## src/hw/dcc_pkg.sv

```systemverilog
package dcc_pkg;
  // register byte offsets on the control bus
  localparam logic [7:0] OFF_SRC = 8'h00;
  localparam logic [7:0] OFF_DST = 8'h04;
  localparam logic [7:0] OFF_CMD = 8'h08;
  localparam logic [7:0] OFF_STAT = 8'h0c;
  localparam logic [7:0] OFF_MASK = 8'h10;
  localparam logic [7:0] OFF_CTL = 8'hc8;

  // control word field positions
  localparam int CTL_IRQ_EN = 0;
  localparam int CTL_DW_LSB = 1;
  localparam int CTL_SW_LSB = 4;
  localparam int CTL_DS_LSB = 7;
  localparam int CTL_SS_LSB = 9;
  localparam int CTL_DB_LSB = 11;
  localparam int CTL_SB_LSB = 14;
  localparam int CTL_W = 17;
  // both burst codes 001, both steps increment, widths 8 bit, irq on
  localparam logic [16:0] CTL_RST = 17'h04801;

  localparam logic [1:0] STEP_INC = 2'h0;
  localparam logic [1:0] STEP_DEC = 2'h1;
  localparam logic [2:0] WIDTH_CAP = 3'h5;
  localparam logic [5:0] BYTES_CAP = 6'h20;

  // status and mask layout
  localparam int ST_DONE = 0;
  localparam int ST_ERR = 1;
  localparam int ST_BUSY = 2;
  localparam int STAT_W = 2;
  localparam logic [1:0] STAT_RST = 2'h0;
  localparam logic [1:0] MASK_RST = 2'h0;
  localparam int CMD_GO = 0;

  localparam logic [1:0] RESP_OKAY = 2'h0;
  localparam logic [1:0] RESP_SLVERR = 2'h2;
  localparam logic [1:0] HTRANS_IDLE = 2'h0;
  localparam logic [1:0] HTRANS_NONSEQ = 2'h2;

  typedef enum logic [2:0] {
    S_IDLE,
    S_RADDR,
    S_RDATA,
    S_WADDR,
    S_WDATA
  } dcc_state_t;
endpackage

```

## src/hw/dcc_channel.sv

```systemverilog
`timescale 1ns/1ns
// Notes on behaviour
// after each source beat the source address steps up, down, or holds
// software picks hold stepping when the source is a fixed-address fifo
// after each destination beat the destination address steps likewise
// software picks hold stepping when the destination is a fixed fifo
// hsize of each source read is the programmed source width
// software keeps the source width at 32 bits or less
// width codes mean 8,16,32,64,128 bits, and 256 from 101 upward
// channel irq enable gates the interrupt output; resets to enabled
// raw status flags still set while the channel irq enable is off
// a go request moves 1,4,8,...,256 items per burst code, reset 001
module dcc_channel #(
  parameter int ADDR_W = 8
) (
  input wire logic aclk,
  input wire logic aresetn,
  input wire logic [ADDR_W-1:0] awaddr,
  input wire logic awvalid,
  output logic awready,
  input wire logic [31:0] wdata,
  input wire logic [3:0] wstrb,
  input wire logic wvalid,
  output logic wready,
  output logic [1:0] bresp,
  output logic bvalid,
  input wire logic bready,
  input wire logic [ADDR_W-1:0] araddr,
  input wire logic arvalid,
  output logic arready,
  output logic [31:0] rdata,
  output logic [1:0] rresp,
  output logic rvalid,
  input wire logic rready,
  output logic [31:0] haddr,
  output logic [1:0] htrans,
  output logic hwrite,
  output logic [2:0] hsize,
  output logic [31:0] hwdata,
  input wire logic [31:0] hrdata,
  input wire logic hready,
  input wire logic hresp,
  output logic irq
);
  localparam int STAT_W = dcc_pkg::STAT_W;
  logic awready_r, wready_r, bvalid_r, arready_r, rvalid_r, irq_r;
  logic aw_held_r, w_held_r, hwrite_r;
  logic [1:0] bresp_r, rresp_r, htrans_r;
  logic [31:0] rdata_r, wdata_r, src_addr_r, dst_addr_r, haddr_r, hwdata_r;
  logic [7:0] awaddr_r;
  logic [3:0] wstrb_r;
  logic [16:0] ctl_r;
  logic [STAT_W-1:0] status_r, mask_r;
  logic [8:0] cnt_r;
  logic [2:0] hsize_r;
  dcc_pkg::dcc_state_t state_r, state_nxt;
  // byte lanes of the held write data
  logic [31:0] wmask;
  genvar gi;
  generate
    for (gi = 0; gi < 4; gi = gi + 1)
    begin : g_lane
      assign wmask[gi*8 +: 8] = {8{wstrb_r[gi]}};
    end
  endgenerate
  function automatic logic [5:0] width_bytes(input logic [2:0] code);
    width_bytes = (code >= dcc_pkg::WIDTH_CAP) ? dcc_pkg::BYTES_CAP
                : 6'(6'h01 << code);
  endfunction
  function automatic logic [8:0] burst_items(input logic [2:0] code);
    burst_items = (code == 3'h0) ? 9'h001 : 9'(9'h002 << code);
  endfunction
  function automatic logic [31:0] step_addr(input logic [31:0] a,
    input logic [1:0] step, input logic [5:0] bytes);
    step_addr = (step == dcc_pkg::STEP_INC) ? a + {26'h0, bytes}
      : (step == dcc_pkg::STEP_DEC) ? a - {26'h0, bytes} : a;
  endfunction
  // control word fields
  wire irq_en = ctl_r[dcc_pkg::CTL_IRQ_EN];
  wire [2:0] dst_xfer_width = ctl_r[dcc_pkg::CTL_DW_LSB +: 3];
  wire [2:0] src_xfer_width = ctl_r[dcc_pkg::CTL_SW_LSB +: 3];
  wire [1:0] dst_addr_step = ctl_r[dcc_pkg::CTL_DS_LSB +: 2];
  wire [1:0] src_addr_step = ctl_r[dcc_pkg::CTL_SS_LSB +: 2];
  wire [2:0] src_burst_len = ctl_r[dcc_pkg::CTL_SB_LSB +: 3];
  wire [5:0] src_bytes = width_bytes(src_xfer_width);
  wire [5:0] dst_bytes = width_bytes(dst_xfer_width);
  wire busy = state_r != dcc_pkg::S_IDLE;
  // register write decode
  wire wr_fire = aw_held_r && w_held_r && !bvalid_r;
  wire wr_src = wr_fire && awaddr_r == dcc_pkg::OFF_SRC;
  wire wr_dst = wr_fire && awaddr_r == dcc_pkg::OFF_DST;
  wire wr_cmd = wr_fire && awaddr_r == dcc_pkg::OFF_CMD;
  wire wr_mask = wr_fire && awaddr_r == dcc_pkg::OFF_MASK;
  wire wr_ctl = wr_fire && awaddr_r == dcc_pkg::OFF_CTL;
  wire wr_hit = wr_src | wr_dst | wr_cmd | wr_mask | wr_ctl
    | (wr_fire && awaddr_r == dcc_pkg::OFF_STAT);
  wire go = wr_cmd && wstrb_r[0] && wdata_r[dcc_pkg::CMD_GO] && !busy;
  // control and address register writes are ignored while a burst runs
  wire [16:0] ctl_wr = (ctl_r & ~wmask[16:0]) | (wdata_r[16:0] & wmask[16:0]);
  wire [31:0] src_wr = (src_addr_r & ~wmask) | (wdata_r & wmask);
  wire [31:0] dst_wr = (dst_addr_r & ~wmask) | (wdata_r & wmask);
  wire [STAT_W-1:0] mask_wr = (mask_r & ~wmask[STAT_W-1:0])
    | (wdata_r[STAT_W-1:0] & wmask[STAT_W-1:0]);
  // register read decode
  wire [7:0] ra = 8'(araddr);
  wire ar_fire = arvalid && arready_r;
  wire rd_stat = ra == dcc_pkg::OFF_STAT;
  wire rd_hit = rd_stat || ra == dcc_pkg::OFF_SRC || ra == dcc_pkg::OFF_DST
    || ra == dcc_pkg::OFF_CMD || ra == dcc_pkg::OFF_MASK
    || ra == dcc_pkg::OFF_CTL;
  wire [31:0] rd_mux =
      (ra == dcc_pkg::OFF_SRC) ? src_addr_r
    : (ra == dcc_pkg::OFF_DST) ? dst_addr_r
    : (ra == dcc_pkg::OFF_CMD) ? {31'h0, busy}
    : rd_stat ? {29'h0, busy, status_r}
    : (ra == dcc_pkg::OFF_MASK) ? {30'h0, mask_r}
    : (ra == dcc_pkg::OFF_CTL) ? {15'h0, ctl_r}
    : 32'h0;
  // bus engine events
  wire rd_done = state_r == dcc_pkg::S_RDATA && hready;
  wire wr_done = state_r == dcc_pkg::S_WDATA && hready;
  wire bus_err = (rd_done || wr_done) && hresp;
  wire last = cnt_r == 9'h001;
  wire blk_done = wr_done && !hresp && last;
  wire [31:0] src_nxt = wr_src && !busy ? src_wr
    : (rd_done && !hresp) ? step_addr(src_addr_r, src_addr_step, src_bytes)
    : src_addr_r;
  wire [31:0] dst_nxt = wr_dst && !busy ? dst_wr
    : (wr_done && !hresp) ? step_addr(dst_addr_r, dst_addr_step, dst_bytes)
    : dst_addr_r;
  // events set raw flags regardless of the channel irq enable
  wire [STAT_W-1:0] stat_set = {bus_err, blk_done};
  wire [STAT_W-1:0] stat_clr = (ar_fire && rd_stat) ? status_r : 2'h0;
  // a set in the clearing cycle survives
  wire [STAT_W-1:0] stat_nxt = stat_set | (status_r & ~stat_clr);
  always_comb
  begin
    state_nxt = state_r;
    case (state_r)
      dcc_pkg::S_IDLE: if (go) state_nxt = dcc_pkg::S_RADDR;
      dcc_pkg::S_RADDR: if (hready) state_nxt = dcc_pkg::S_RDATA;
      dcc_pkg::S_RDATA:
        if (hready)
          state_nxt = hresp ? dcc_pkg::S_IDLE : dcc_pkg::S_WADDR;
      dcc_pkg::S_WADDR: if (hready) state_nxt = dcc_pkg::S_WDATA;
      dcc_pkg::S_WDATA:
        if (hready)
          state_nxt = (hresp || last) ? dcc_pkg::S_IDLE : dcc_pkg::S_RADDR;
      default: state_nxt = dcc_pkg::S_IDLE;
    endcase
  end
  wire next_wr = state_nxt == dcc_pkg::S_WADDR;
  wire next_addr = next_wr || state_nxt == dcc_pkg::S_RADDR;
  always_ff @(posedge aclk)
  begin
    if (!aresetn)
    begin
      state_r <= dcc_pkg::S_IDLE;
      src_addr_r <= 32'h0;
      dst_addr_r <= 32'h0;
      cnt_r <= 9'h0;
      htrans_r <= dcc_pkg::HTRANS_IDLE;
      haddr_r <= 32'h0;
      hwrite_r <= 1'b0;
      hsize_r <= 3'h0;
      hwdata_r <= 32'h0;
    end
    else
    begin
      state_r <= state_nxt;
      src_addr_r <= src_nxt;
      dst_addr_r <= dst_nxt;
      if (go)
        cnt_r <= burst_items(src_burst_len);
      else if (wr_done)
        cnt_r <= cnt_r - 9'h001;
      htrans_r <= next_addr ? dcc_pkg::HTRANS_NONSEQ : dcc_pkg::HTRANS_IDLE;
      haddr_r <= next_wr ? dst_nxt : src_nxt;
      hwrite_r <= next_wr;
      // width codes map directly onto hsize
      hsize_r <= next_wr ? dst_xfer_width : src_xfer_width;
      if (rd_done)
        hwdata_r <= hrdata;
    end
  end
  always_ff @(posedge aclk)
  begin
    if (!aresetn)
    begin
      ctl_r <= dcc_pkg::CTL_RST;
      mask_r <= dcc_pkg::MASK_RST;
      status_r <= dcc_pkg::STAT_RST;
      irq_r <= 1'b0;
    end
    else
    begin
      if (wr_ctl && !busy)
        ctl_r <= ctl_wr;
      if (wr_mask)
        mask_r <= mask_wr;
      status_r <= stat_nxt;
      irq_r <= irq_en && |(stat_nxt & mask_r);
    end
  end
  // write channel: address and data taken in either order
  always_ff @(posedge aclk)
  begin
    if (!aresetn)
    begin
      awready_r <= 1'b1;
      wready_r <= 1'b1;
      aw_held_r <= 1'b0;
      w_held_r <= 1'b0;
      awaddr_r <= 8'h0;
      wdata_r <= 32'h0;
      wstrb_r <= 4'h0;
      bvalid_r <= 1'b0;
      bresp_r <= dcc_pkg::RESP_OKAY;
    end
    else
    begin
      if (awvalid && awready_r)
      begin
        aw_held_r <= 1'b1;
        awaddr_r <= 8'(awaddr);
        awready_r <= 1'b0;
      end
      if (wvalid && wready_r)
      begin
        w_held_r <= 1'b1;
        wdata_r <= wdata;
        wstrb_r <= wstrb;
        wready_r <= 1'b0;
      end
      if (wr_fire)
      begin
        aw_held_r <= 1'b0;
        w_held_r <= 1'b0;
        bvalid_r <= 1'b1;
        bresp_r <= wr_hit ? dcc_pkg::RESP_OKAY : dcc_pkg::RESP_SLVERR;
      end
      if (bvalid_r && bready)
      begin
        bvalid_r <= 1'b0;
        awready_r <= 1'b1;
        wready_r <= 1'b1;
      end
    end
  end
  always_ff @(posedge aclk)
  begin
    if (!aresetn)
    begin
      arready_r <= 1'b1;
      rvalid_r <= 1'b0;
      rdata_r <= 32'h0;
      rresp_r <= dcc_pkg::RESP_OKAY;
    end
    else
    begin
      if (ar_fire)
      begin
        arready_r <= 1'b0;
        rvalid_r <= 1'b1;
        rdata_r <= rd_mux;
        rresp_r <= rd_hit ? dcc_pkg::RESP_OKAY : dcc_pkg::RESP_SLVERR;
      end
      else if (rvalid_r && rready)
      begin
        rvalid_r <= 1'b0;
        arready_r <= 1'b1;
      end
    end
  end
  assign awready = awready_r;
  assign wready = wready_r;
  assign bvalid = bvalid_r;
  assign bresp = bresp_r;
  assign arready = arready_r;
  assign rvalid = rvalid_r;
  assign rdata = rdata_r;
  assign rresp = rresp_r;
  assign haddr = haddr_r;
  assign htrans = htrans_r;
  assign hwrite = hwrite_r;
  assign hsize = hsize_r;
  assign hwdata = hwdata_r;
  assign irq = irq_r;
endmodule

```

## config.mk

```make
export PLATFORM = sky130hd
export DESIGN_NAME = dcc_channel
export DESIGN_NICKNAME = d
export VERILOG_FILES = /design/src/hw/dcc_pkg.sv /design/src/hw/dcc_channel.sv
export SDC_FILE = /design/constraint.sdc
export NUM_CORES = 1
export LEC_CHECK = 0
export BUFFER_PORTS_ARGS = -buffer_cell sky130_fd_sc_hd__buf_2
export CAP_MARGIN = 20
export CORE_ASPECT_RATIO = 1.25
export CORE_MARGIN = 2
export CORE_UTILIZATION = 45
export CTS_CLUSTER_DIAMETER = 60
export DETAILED_ROUTE_END_ITERATION = 10
export PLACE_DENSITY = 0.66
export SETUP_SLACK_MARGIN = 0.15
export SLEW_MARGIN = 20
export SYNTH_ARGS = -nofsm -noshare
export SYNTH_HDL_FRONTEND = slang
export SYNTH_SLANG_ARGS = --single-unit
```

## constraint.sdc

```tcl
create_clock -name aclk -period 4.2 [get_ports aclk]
set_input_delay 0.42 -clock aclk [delete_from_list [all_inputs] [get_ports aclk]]
set_output_delay 0.42 -clock aclk [all_outputs]
set_load 0.005 [all_outputs]
```

## Yosys cells after proc, flatten, opt, wreduce, memory -nomap -nowiden

Cells that the tools add are included.

| cells by class | value |
|---|---|
| $add $sub $neg | 5 |
| $lt $le $gt $ge | 2 |
| equality and inequality tests | 19 |
| shift operators | 3 |
| multiplexer cells | 37 |
| bitwise logic cells | 24 |
| reduce and logical (&&, ||, !) cells | 50 |

Operator list:

| cell | number |
|---|---|
| 32-bit two-way mux | 11 |
| 32-bit AND | 3 |
| 17-bit two-way mux | 4 |
| 32-bit by 6-bit adder with 32-bit output | 2 |
| 32-bit bitwise OR | 2 |
| 32-bit by 6-bit subtractor with 32-bit output | 2 |
| 17-bit AND | 2 |
| 8-bit by 4-bit equality test with 1-bit output, second input constant | 4 |
| 32-bit inverter | 1 |
| 1-bit logical AND | 27 |
| 9-bit two-way mux | 3 |
| 3-bit two-way mux | 6 |
| 17-bit inverter | 1 |
| 17-bit bitwise OR | 1 |
| 8-bit by 3-bit equality test with 1-bit output, second input constant | 2 |
| 8-bit by 5-bit equality test with 1-bit output, second input constant | 2 |
| 8-bit equality test, second input constant | 2 |
| 8-bit logical NOT | 2 |
| 3-bit one-hot mux with 5 select lines | 1 |
| 6-bit two-way mux | 2 |
| 1-bit by 3-bit left shift with 6-bit output, first input constant | 2 |
| 2-bit two-way mux | 5 |
| 3-bit by 2-bit equality test with 1-bit output, second input constant | 3 |
| 9-bit by 1-bit equality test with 1-bit output, second input constant | 1 |
| other kinds (19) | 49 |

| storage, ports and cells | value |
|---|---|
| register bits after elaboration | 255 |
| input port bits | 93 |
| output and inout port bits | 112 |
| logic and storage cells | 166 |

## Depth between registers and ports, before layout

Gate-level depths: netlist of run 1.

| logic depth | value |
|---|---|
| depth in word-level cells | 11 |
| gate-level depth with buffers | 14 |
| depth with buffers taken out | 12 |

## Worst setup path before layout of run 1

No wires, ideal clock.

| timing path | value |
|---|---|
| path kind | reg-to-reg |
| start point | reg with a tool-made name |
| end point | reg src_addr_r[31] |
| library setup time | 70 ps |
| data arrival time | 3,279 ps |
| data required time | 4,130 ps |
| path slack | 851 ps |
| cell stages (with the launch flop) | 14 |
| buffers on the path | 3 |
| period minus slack after synthesis | 3,349 ps |
| cell sequence | dfxtp_1 -> clkbuf_1 -> or3b_2 -> ha_1 -> buf_2 -> o21a_1 -> o31a_1 -> or4b_1 -> clkbuf_1 -> a21o_1 -> and2_1 -> a211oi_1 -> mux2_2 -> a21oi_1 |

RTL lines:

| what | line | source |
|---|---|---|
| to (signal assigned) | dcc_channel.sv:171 | `src_addr_r <= src_nxt;` |
| to (decl) | dcc_channel.sv:49 | `logic [31:0] rdata_r, wdata_r, src_addr_r, dst_addr_r, haddr_r, hwdata_r;` |

==> results of run 1 <==
==> path summary, 6_finish.rpt <==
check                                start          to  slack, ns  depth (start not counted)
worst max-delay path                  flop   haddr[15]       0.56                         10
worst min-delay path             hrdata[1]   hwdata[1]       0.08                          3
worst max register to register        flop   haddr[15]       0.56                         10
worst min register to register  hwdata[22]  hwdata[22]       0.45                          2
==> state kept, by name, indices dropped and copies added, names as in the netlist, 4 cells and up, named ones only <==
name,cells
wdata_r,32
haddr,32
wstrb_r,4
dst_addr_r,32
hwdata,32
src_addr_r,32
rdata,32
cnt_r,9
awaddr_r,8
==> area by class of cell <==
type / instances / share of cell area [%]
sequential: 252 / 32.13
tap: 396 / 3.155
inverter: 46 / 1.131
clock buffer: 38 / 5.020
clock inverter: 13 / 0.9880
timing repair buffer: 242 / 8.494
multi-input combinational: 1322 / 49.08
==> worst register-to-register path: stages (launching register included) <==
cell	delay, ns
dfxtp_1	0.46
or3b_2	0.49
ha_1	0.41
o21a_1	0.22
o31a_1	0.11
or4b_1	0.64
a21o_1	0.31
a21oi_1	0.21
a211oi_1	0.12
o31a_1	0.27
a311oi_1	0.29
==> power by group through the flow <==
| stage | clock network [W] | logic [W] | registers, W |
|---|---|---|---|
| global route | 0.00266 | 0.000383 | 0.00253 |
| finish | 0.00253 | 0.000345 | 0.00253 |
| detailed placement | 0 | 0.000342 | 0.00257 |
| CTS | 0.00256 | 0.000344 | 0.00252 |
| floorplan | 0 | 0.000210 | 0.00254 |
| global placement | 0 | 0.000338 | 0.00257 |
==> synthesized netlist by cell type, drive strengths merged (8+ instances only) <==
cell type	number	area, µm²
a221oi	23	219.0
nand2b	18	112.6
o21ai	65	325.3
or2	10	62.56
o211ai	9	67.56
and3	21	131.4
nand2	253	949.7
or3	11	88.83
o31ai	14	105.1
a22oi	8	60.06
a21o	8	60.06
a21oi	178	894.6
o22ai	23	143.9
or4	8	63.81
nor3b	8	60.06
and2	19	118.9
mux2i	16	160.2
clkbuf	113	426.7
ha	26	325.3
buf	25	145.1
xnor2	11	96.34
o221ai	14	122.6
nor2b	14	87.58
inv	46	172.7
nor4	25	175.2
a222oi	14	140.1
nor3	57	295.3
nand4	20	125.1
a31oi	14	87.58
nor2	199	752.0
dfxtp	252	5045
a211oi	36	270.3
nand3	69	345.3
o21a	13	97.59
==> kinds of logic after synthesis <==
group,after synthesis,share of synthesized area (%)
adder cells (fa/ha/maj),31,3.087
XOR/XNOR,13,0.8461
other,1,0.02787
flip-flops,252,37.49
AND/OR/NAND/NOR,761,27.01
multiplexers,21,1.636
AO/OA/AOI/OAI,493,24.37
buffers and inverters,184,5.532
==> metal layers <==
metal	vias up	global-route usage [%]
met5	-	0
met4	0	8.809
met3	80	5.090
met2	665	45.41
met1	6477	40.81
li1	6622	-
==> per-stage QoR <==
| step | setup WS [ns] | hold slack [ns] | util, % | instance area [µm²] |
|---|---|---|---|---|
| after global placement | 0.6993 | 0.4384 | 50.25 | 14740 |
| after global routing | 0.3010 | 0.07615 | 53.52 | 15700 |
| after floorplan | 0.8505 | 0.4286 | - | 13460 |
| after detailed placement | 0.6232 | 0.4461 | 50.25 | 14740 |
| final | 0.5634 | 0.08312 | 53.52 | 15700 |
| after CTS | 0.6142 | 0.06576 | 53.47 | 15690 |
==> layout by cell type, fill, tap and decap left out, types with 16 or more instances in the layout <==
master / synthesis / routed
dfxtp_1: 252 / 252
nand3_1: 69 / 69
nand4_1: 20 / 20
nand2_1: 253 / 253
buf_2: 11 / 201
o21ai_0: 60 / 60
a221oi_1: 22 / 22
mux2i_1: 16 / 16
nor3_1: 55 / 54
and2_1: 18 / 18
nand2b_1: 18 / 18
a211oi_1: 36 / 36
ha_1: 26 / 26
clkbuf_16: 0 / 28
nor2_1: 197 / 196
buf_4: 4 / 39
a21oi_1: 177 / 177
nor4_1: 22 / 22
inv_1: 45 / 45
o22ai_1: 23 / 23
and3_1: 21 / 21
==> flow_summary.ini, run 1 <==
[outcome]
status = complete, no violations

[cells_and_area]
finalNonFillerCells = 2309
regArea_um2 = 5045
antenna_cells = 0
multiInputGateArea_um2 = 7707
n_fill_cell = 2843
nets = 2015
area_growth_pct = 16.69
drive_gt1_share_pct = 17.51

[sta]
rsz0062_at_grt = false
tns_ns = 0
relSlewSlack_pct = 37.42
slew_violations = 0
worst_pin_slew_ns = 0.9387
final.setup_skew_ns = 0.01708
finalSetupViolCount = 0
fin_crit_sh_pct = 86.59
fmax_mhz = 275.0
period_needed_ns = 3.637
hold_violations = 0

[global_route]
grt_first_pass_wirelength_um = 71710
grt_max_degree = 89
first_global_vias = 12820
grtUsageTotal_pct = 29.05
antenna_found_initial = 0
grt.overflow.total = 0

[routing]
ant_nets = 0
drtIter0Drc = 1314
top_layer = met4
vias = 13840
via_per_inst = 5.996
wl_um = 46060
drc = 0
routedWlPerCell_um = 19.95
met2_length_um = 20570
wl_met3_um = 4342
drt_pre_antenna_iters = 7
wirelength_met1_um = 19880

[pwr]
internal_power_w = 0.004043
powerDensity_nw_per_um2 = 343.8
pwr-share-comb_pct = 6.4
p_seq_share_pct = 46.8
p_total_w = 0.005399
power_frac_clock_pct = 46.8
switching_share_pct = 25.11
p_leak_nw = 6.172
ir_drop_mv = 0.2771
power_switching_w = 0.001356

[critical_path]
path_buf_inv = 0
cp_data_required_time_ns = 4.67
crit_path_max_incr_delay_ns = 0.64
arrival_ns = 4.10
crit_path_frequent_cell = o31a_1
path_max_fanout = 9
critPathKind = flop to flop
end_kind = flop
worstPathCellList = or3b_2 -> ha_1 -> o21a_1 -> o31a_1 -> or4b_1 -> a21o_1 -> a21oi_1 -> a211oi_1 -> o31a_1 -> a311oi_1
crit_path_start_kind = flop
critPathTopFamily = compound AO/OA/AOI/OAI gates
critPathSlowestCell = or4b_1

[floorplan]
die_y_um = 197.3
core_region_area_um2 = 29340
die_w_um = 158.7
die-area_um2 = 31310
ios = 205
start_util_pct = 45.86
rows = 70

[clock_tree]
clkTransAtPathRegs_ns = 0.07
cts_resized = 0
hold_buffers = 0
clkSinkCount = 252
cts_max_path_buffers = 3
cts_setup_buffers = 0
cts_buffers = 28
tritoncts = built
clkLatencyLatePin_ns = 0.57
root_buffer = clkbuf_16
cts_max_level = 1

[yosys]
ys.flop_type = dfxtp_1
syn_inst = 1756
yosysUniqueCellTypes = 95
seq_area_frac_synth_pct = 37.49
synth_area_um2 = 13460
synth_edf_count = 0
synth-seq-cells = 252
ys_async_sr_fraction_pct = 0
yosysWarnings = 0
avgSynthCellArea_um2 = 7.663

[place]
dpl.hpwl_um = 34010
numPortBuffers = 201
placed_cells = 2257
gp_congestion = 0.9233

[hold_path]
hold_class = input pin to flop

[run]
drv_cap = 0
Note: power is estimated with default switching activity, not from simulation.
==> inputs of run 2 (changes only) <==
- CORE_UTILIZATION: 45 -> 58
- PLACE_DENSITY: 0.66 -> 0.81
==> flow_summary.ini, run 2 (synthesis results as in run 1) <==
[critical_path]
reg2reg_to = haddr[27]
cp_data_required_time_ns = 4.60
r2r_slack_ns = 0.53
arrival_ns = 4.07
crit_path_start_kind = flop
rr_worst_depth = 10
critPathKind = flop to flop
end_kind = flop
path_max_fanout = 9

[sta]
worst_pin_slew_ns = 0.9280
slew_violations = 0
fmax_mhz = 272.3
fin_crit_sh_pct = 87.44
final.setup_skew_ns = 0.01503
setup_ws_ns = 0.5276
finalSetupViolCount = 0
period_needed_ns = 3.672
whs_ns = 0.09619
hold_violations = 0
tns_ns = 0
rsz0062_at_grt = false
relSlewSlack_pct = 38.07

[hold_path]
min_to = wready
min-delay-start = wvalid
holdPathStages = 2
hold_class = input pin to flop

[clock_tree]
cts_max_level = 1
hold_buffers = 0
cts_setup_buffers = 0
cts_max_path_buffers = 3
tritoncts = built
cts_buffers = 25
clkTransAtPathRegs_ns = 0.06
clkSinkCount = 252
cts_resized = 0
clkLatencyLatePin_ns = 0.54
root_buffer = clkbuf_16

[global_route]
grt_first_pass_wirelength_um = 70640
first_global_vias = 13290
grtUsageTotal_pct = 35.68
grt_max_degree = 78
antenna_found_initial = 0
use_met2_pct = 56.58
grt.overflow.total = 0
use_met3_pct = 7.438
grt.busiest_layer = met2
met1_usage_pct = 48.04

[place]
numPortBuffers = 201
gp_congestion = 0.9972
dpl.hpwl_um = 32720
pre_cts_slack_ns = 0.6419
placed_cell_area_um2 = 14550

[pwr]
ir_drop_mv = 0.3435
internal_power_w = 0.003933
power_switching_w = 0.001215
p_seq_share_pct = 49.0
power_frac_clock_pct = 44.4
p_total_w = 0.005148
powerDensity_nw_per_um2 = 334.5
switching_share_pct = 23.61
pwr-share-comb_pct = 6.6
p_leak_nw = 6.084

[routing]
drc = 0
via_per_inst = 6.396
routedWlPerCell_um = 20.37
drtIter0Drc = 1505
drt_pre_antenna_iters = 7
ant_nets = 0
vias = 13990
wl_um = 44580

[outcome]
status = complete, no violations

[cells_and_area]
stdcell_area_um2 = 15390
antenna_cells = 0
nets = 2006
n_fill_cell = 1966
final_common_cell = nand2_1
regArea_um2 = 5045
drive_gt1_share_pct = 16.84
area_growth_pct = 14.38
final_cell_mix = nand2_1, dfxtp_1, buf_2, nor2_1, a21oi_1
multiInputGateArea_um2 = 7707

[floorplan]
die_w_um = 140.2
start_util_pct = 58.80
rows = 62
core_region_area_um2 = 22880
die-area_um2 = 24440
ios = 205
die_y_um = 174.3

[run]
drv_cap = 0
[run 2: changes by cell type in the layout (fill, tap and decap cells not counted), sizes merged]
cell and change:
clkbuf -2, inv -4, clkinv -1, buf -6, bufinv +1, clkinvlp -1
[run 2: worst max path at each step]
stage                           to  from  slack [ns]  depth (start not counted)
CTS                      haddr[27]  flop        0.61                         10
detailed placement        haddr[9]  flop        0.64                         10
global placement    src_addr_r[31]  flop        0.73                         10
global route              haddr[9]  flop        0.36                         10
finish                   haddr[27]  flop        0.53                         10
floorplan           src_addr_r[31]  flop        0.85                         13
[run 2: metal layers]
layer  vias to the layer above  wire length (µm)  part of all wire, %
met5                         -                 0                    0
li1                       6587                 -                    -
met4                         0              1565                  3.5
met2                       775             19960                   45
met1                      6515             18190                   41
met3                       117              4860                   11
[run 2: final cells by class]
type / count / share of cell area (%)
timing repair buffer: 236 / 8.291
sequential: 252 / 32.78
tap: 288 / 2.341
multi-input combinational: 1322 / 50.07
clock inverter: 8 / 0.7722
inverter: 46 / 1.154
clock buffer: 36 / 4.593
[run 2: metrics by stage]
stage / instances / util (%)
after floorplan: 1758 / -
after global placement: 2143 / 63.59
after detailed placement: 2143 / 63.59
after CTS: 2187 / 67.20
after global routing: 2188 / 67.26
final: 2188 / 67.26
[run 2: power by group through the flow]
| stage | registers (W) | clock network, W | logic [W] |
|---|---|---|---|
| after floorplan | 0.00254 | 0 | 0.000210 |
| after global placement | 0.00257 | 0 | 0.000330 |
| after detailed placement | 0.00257 | 0 | 0.000335 |
| after CTS | 0.00252 | 0.00230 | 0.000336 |
| after global routing | 0.00253 | 0.00240 | 0.000377 |
| final | 0.00252 | 0.00229 | 0.000340 |
[run 2: worst max-delay path, stage by stage (launching register included)]
cell and delay (ns):
dfxtp_1 0.46, or3b_2 0.50, ha_1 0.42, o21a_1 0.24, o31a_1 0.11, or4b_1 0.64
a21o_1 0.31, a211oi_1 0.29, mux2i_1 0.12, a221oi_1 0.32, o21ai_1 0.11
==> inputs of run 3 (changes only) <==
- CORE_UTILIZATION: 58 -> 50
- PLACE_DENSITY: 0.81 -> 0.72
- RECOVER_POWER: unset -> 25
==> flow_summary.ini, run 3 (synthesis results as in run 1) <==
[outcome]
status = complete, but fails checks
violations = max-capacitance violations, max-slew violations

[global_route]
antenna_found_initial = 1
first_global_vias = 12780
grt_first_pass_wirelength_um = 70880
grtUsageTotal_pct = 31.32
grt.overflow.total = 0
grt_max_degree = 85

[sta]
finalSetupViolCount = 0
final.setup_skew_ns = 0.01328
hold_violations = 0
setup_ws_ns = 0.4685
tns_ns = 0
period_needed_ns = 3.731
relSlewSlack_pct = -80.30
rsz0062_at_grt = false
slew_violations = 169
fmax_mhz = 268.0
whs_ns = 0.07927
worst_pin_slew_ns = 2.701
fin_crit_sh_pct = 88.84

[critical_path]
end_kind = flop
critPathSlowestCell = inv_1
arrival_ns = 4.16
worstPathCellList = clkbuf_1 -> inv_1 -> clkbuf_1 -> a21oi_1 -> o21ai_0
cp_data_required_time_ns = 4.63
rr_worst_depth = 10
crit_path_max_incr_delay_ns = 1.67
critPathKind = input pin to flop
reg2reg_to = haddr[25]
path_max_fanout = 84
crit_path_start_kind = input pin
r2r_slack_ns = 0.60
crit_path_frequent_cell = clkbuf_1

[place]
dpl.hpwl_um = 33110
gp_congestion = 0.9751
placed_cell_area_um2 = 14630
numPortBuffers = 201
pre_cts_slack_ns = 0.6711

[cells_and_area]
n_fill_cell = 2502
final_util_pct = 58.17
antenna_cells = 0
regArea_um2 = 5045
final_cell_mix = nand2_1, dfxtp_1, nor2_1, a21oi_1, buf_2
stdcell_area_um2 = 15510
nets = 2005
final_common_cell = nand2_1
drive_gt1_share_pct = 15.61
multiInputGateArea_um2 = 7707
area_growth_pct = 15.23

[clock_tree]
cts_resized = 0
cts_max_path_buffers = 3
clkLatencyLatePin_ns = 0.56
root_buffer = clkbuf_16
cts_setup_buffers = 0
cts_max_level = 1
cts_buffers = 28
clkTransAtPathRegs_ns = 0.06
tritoncts = built
hold_buffers = 0
clkSinkCount = 252

[routing]
ant_nets = 0
routedWlPerCell_um = 20.08
drt_pre_antenna_iters = 6
wl_um = 45130
drtIter0Drc = 1539
vias = 13970
drc = 0
via_per_inst = 6.215

[floorplan]
die_y_um = 187.4
core_region_area_um2 = 26660
die-area_um2 = 28250
rows = 67
ios = 205
die_w_um = 150.7
start_util_pct = 50.48

[run]
drv_cap = 3

[pwr]
p_leak_nw = 6.007
powerDensity_nw_per_um2 = 344.4
ir_drop_mv = 0.3240

[hold_path]
hold_class = input pin to flop
holdPathStages = 2
min-delay-start = wvalid
min_to = wready
-- run 3: final cells by class --
class | count | share of cell area, %
Multi-Input combinational cell | 1322 | 49.71
Sequential cell | 252 | 32.53
Timing Repair Buffer | 232 | 7.875
Clock buffer | 39 | 5.309
Tap cell | 345 | 2.784
Inverter | 46 | 1.114
Clock inverter | 12 | 0.6778
-- run 3: through the flow --
step	power, W	instances
2_1_floorplan	0.002751	1758
3_3_place_gp	0.002902	2197
3_5_place_dp	0.002908	2197
4_1_cts	0.005369	2248
5_1_grt	0.005520	2248
6_report	0.005341	2248
-- run 3: report_power, final --
part	switching, W	internal (W)
Clock	0.00105	0.00144
Sequential	0.0000752	0.00245
Combinational	0.000200	0.000133
-- run 3: how the worst max path moves through the flow --
stage	start	to	slack, ns	cells past startpoint
finish	aresetn	awready	0.47	5
global route	aresetn	wready	0.22	5
CTS	flop	haddr[27]	0.64	10
detailed placement	flop	haddr[9]	0.67	10
global placement	flop	haddr[25]	0.76	10
floorplan	flop	src_addr_r[31]	0.85	13
-- run 3: worst max-delay path: cells and delay by family --
| family | cells | cell delay (ns) |
|---|---|---|
| AO/OA/AOI/OAI | 2 | 0.42 |
| buffers and inverters | 3 | 3.29 |
-- run 3: layer usage --
| layer | vias up | routed length (µm) | GRT usage (%) |
|---|---|---|---|
| met3 | 81 | 4708 | 5.610 |
| met1 | 6541 | 19080 | 44.80 |
| met2 | 755 | 20210 | 48.69 |
| li1 | 6592 | - | - |
| met4 | 2 | 1116 | 8.124 |
| met5 | - | 13 | 0 |
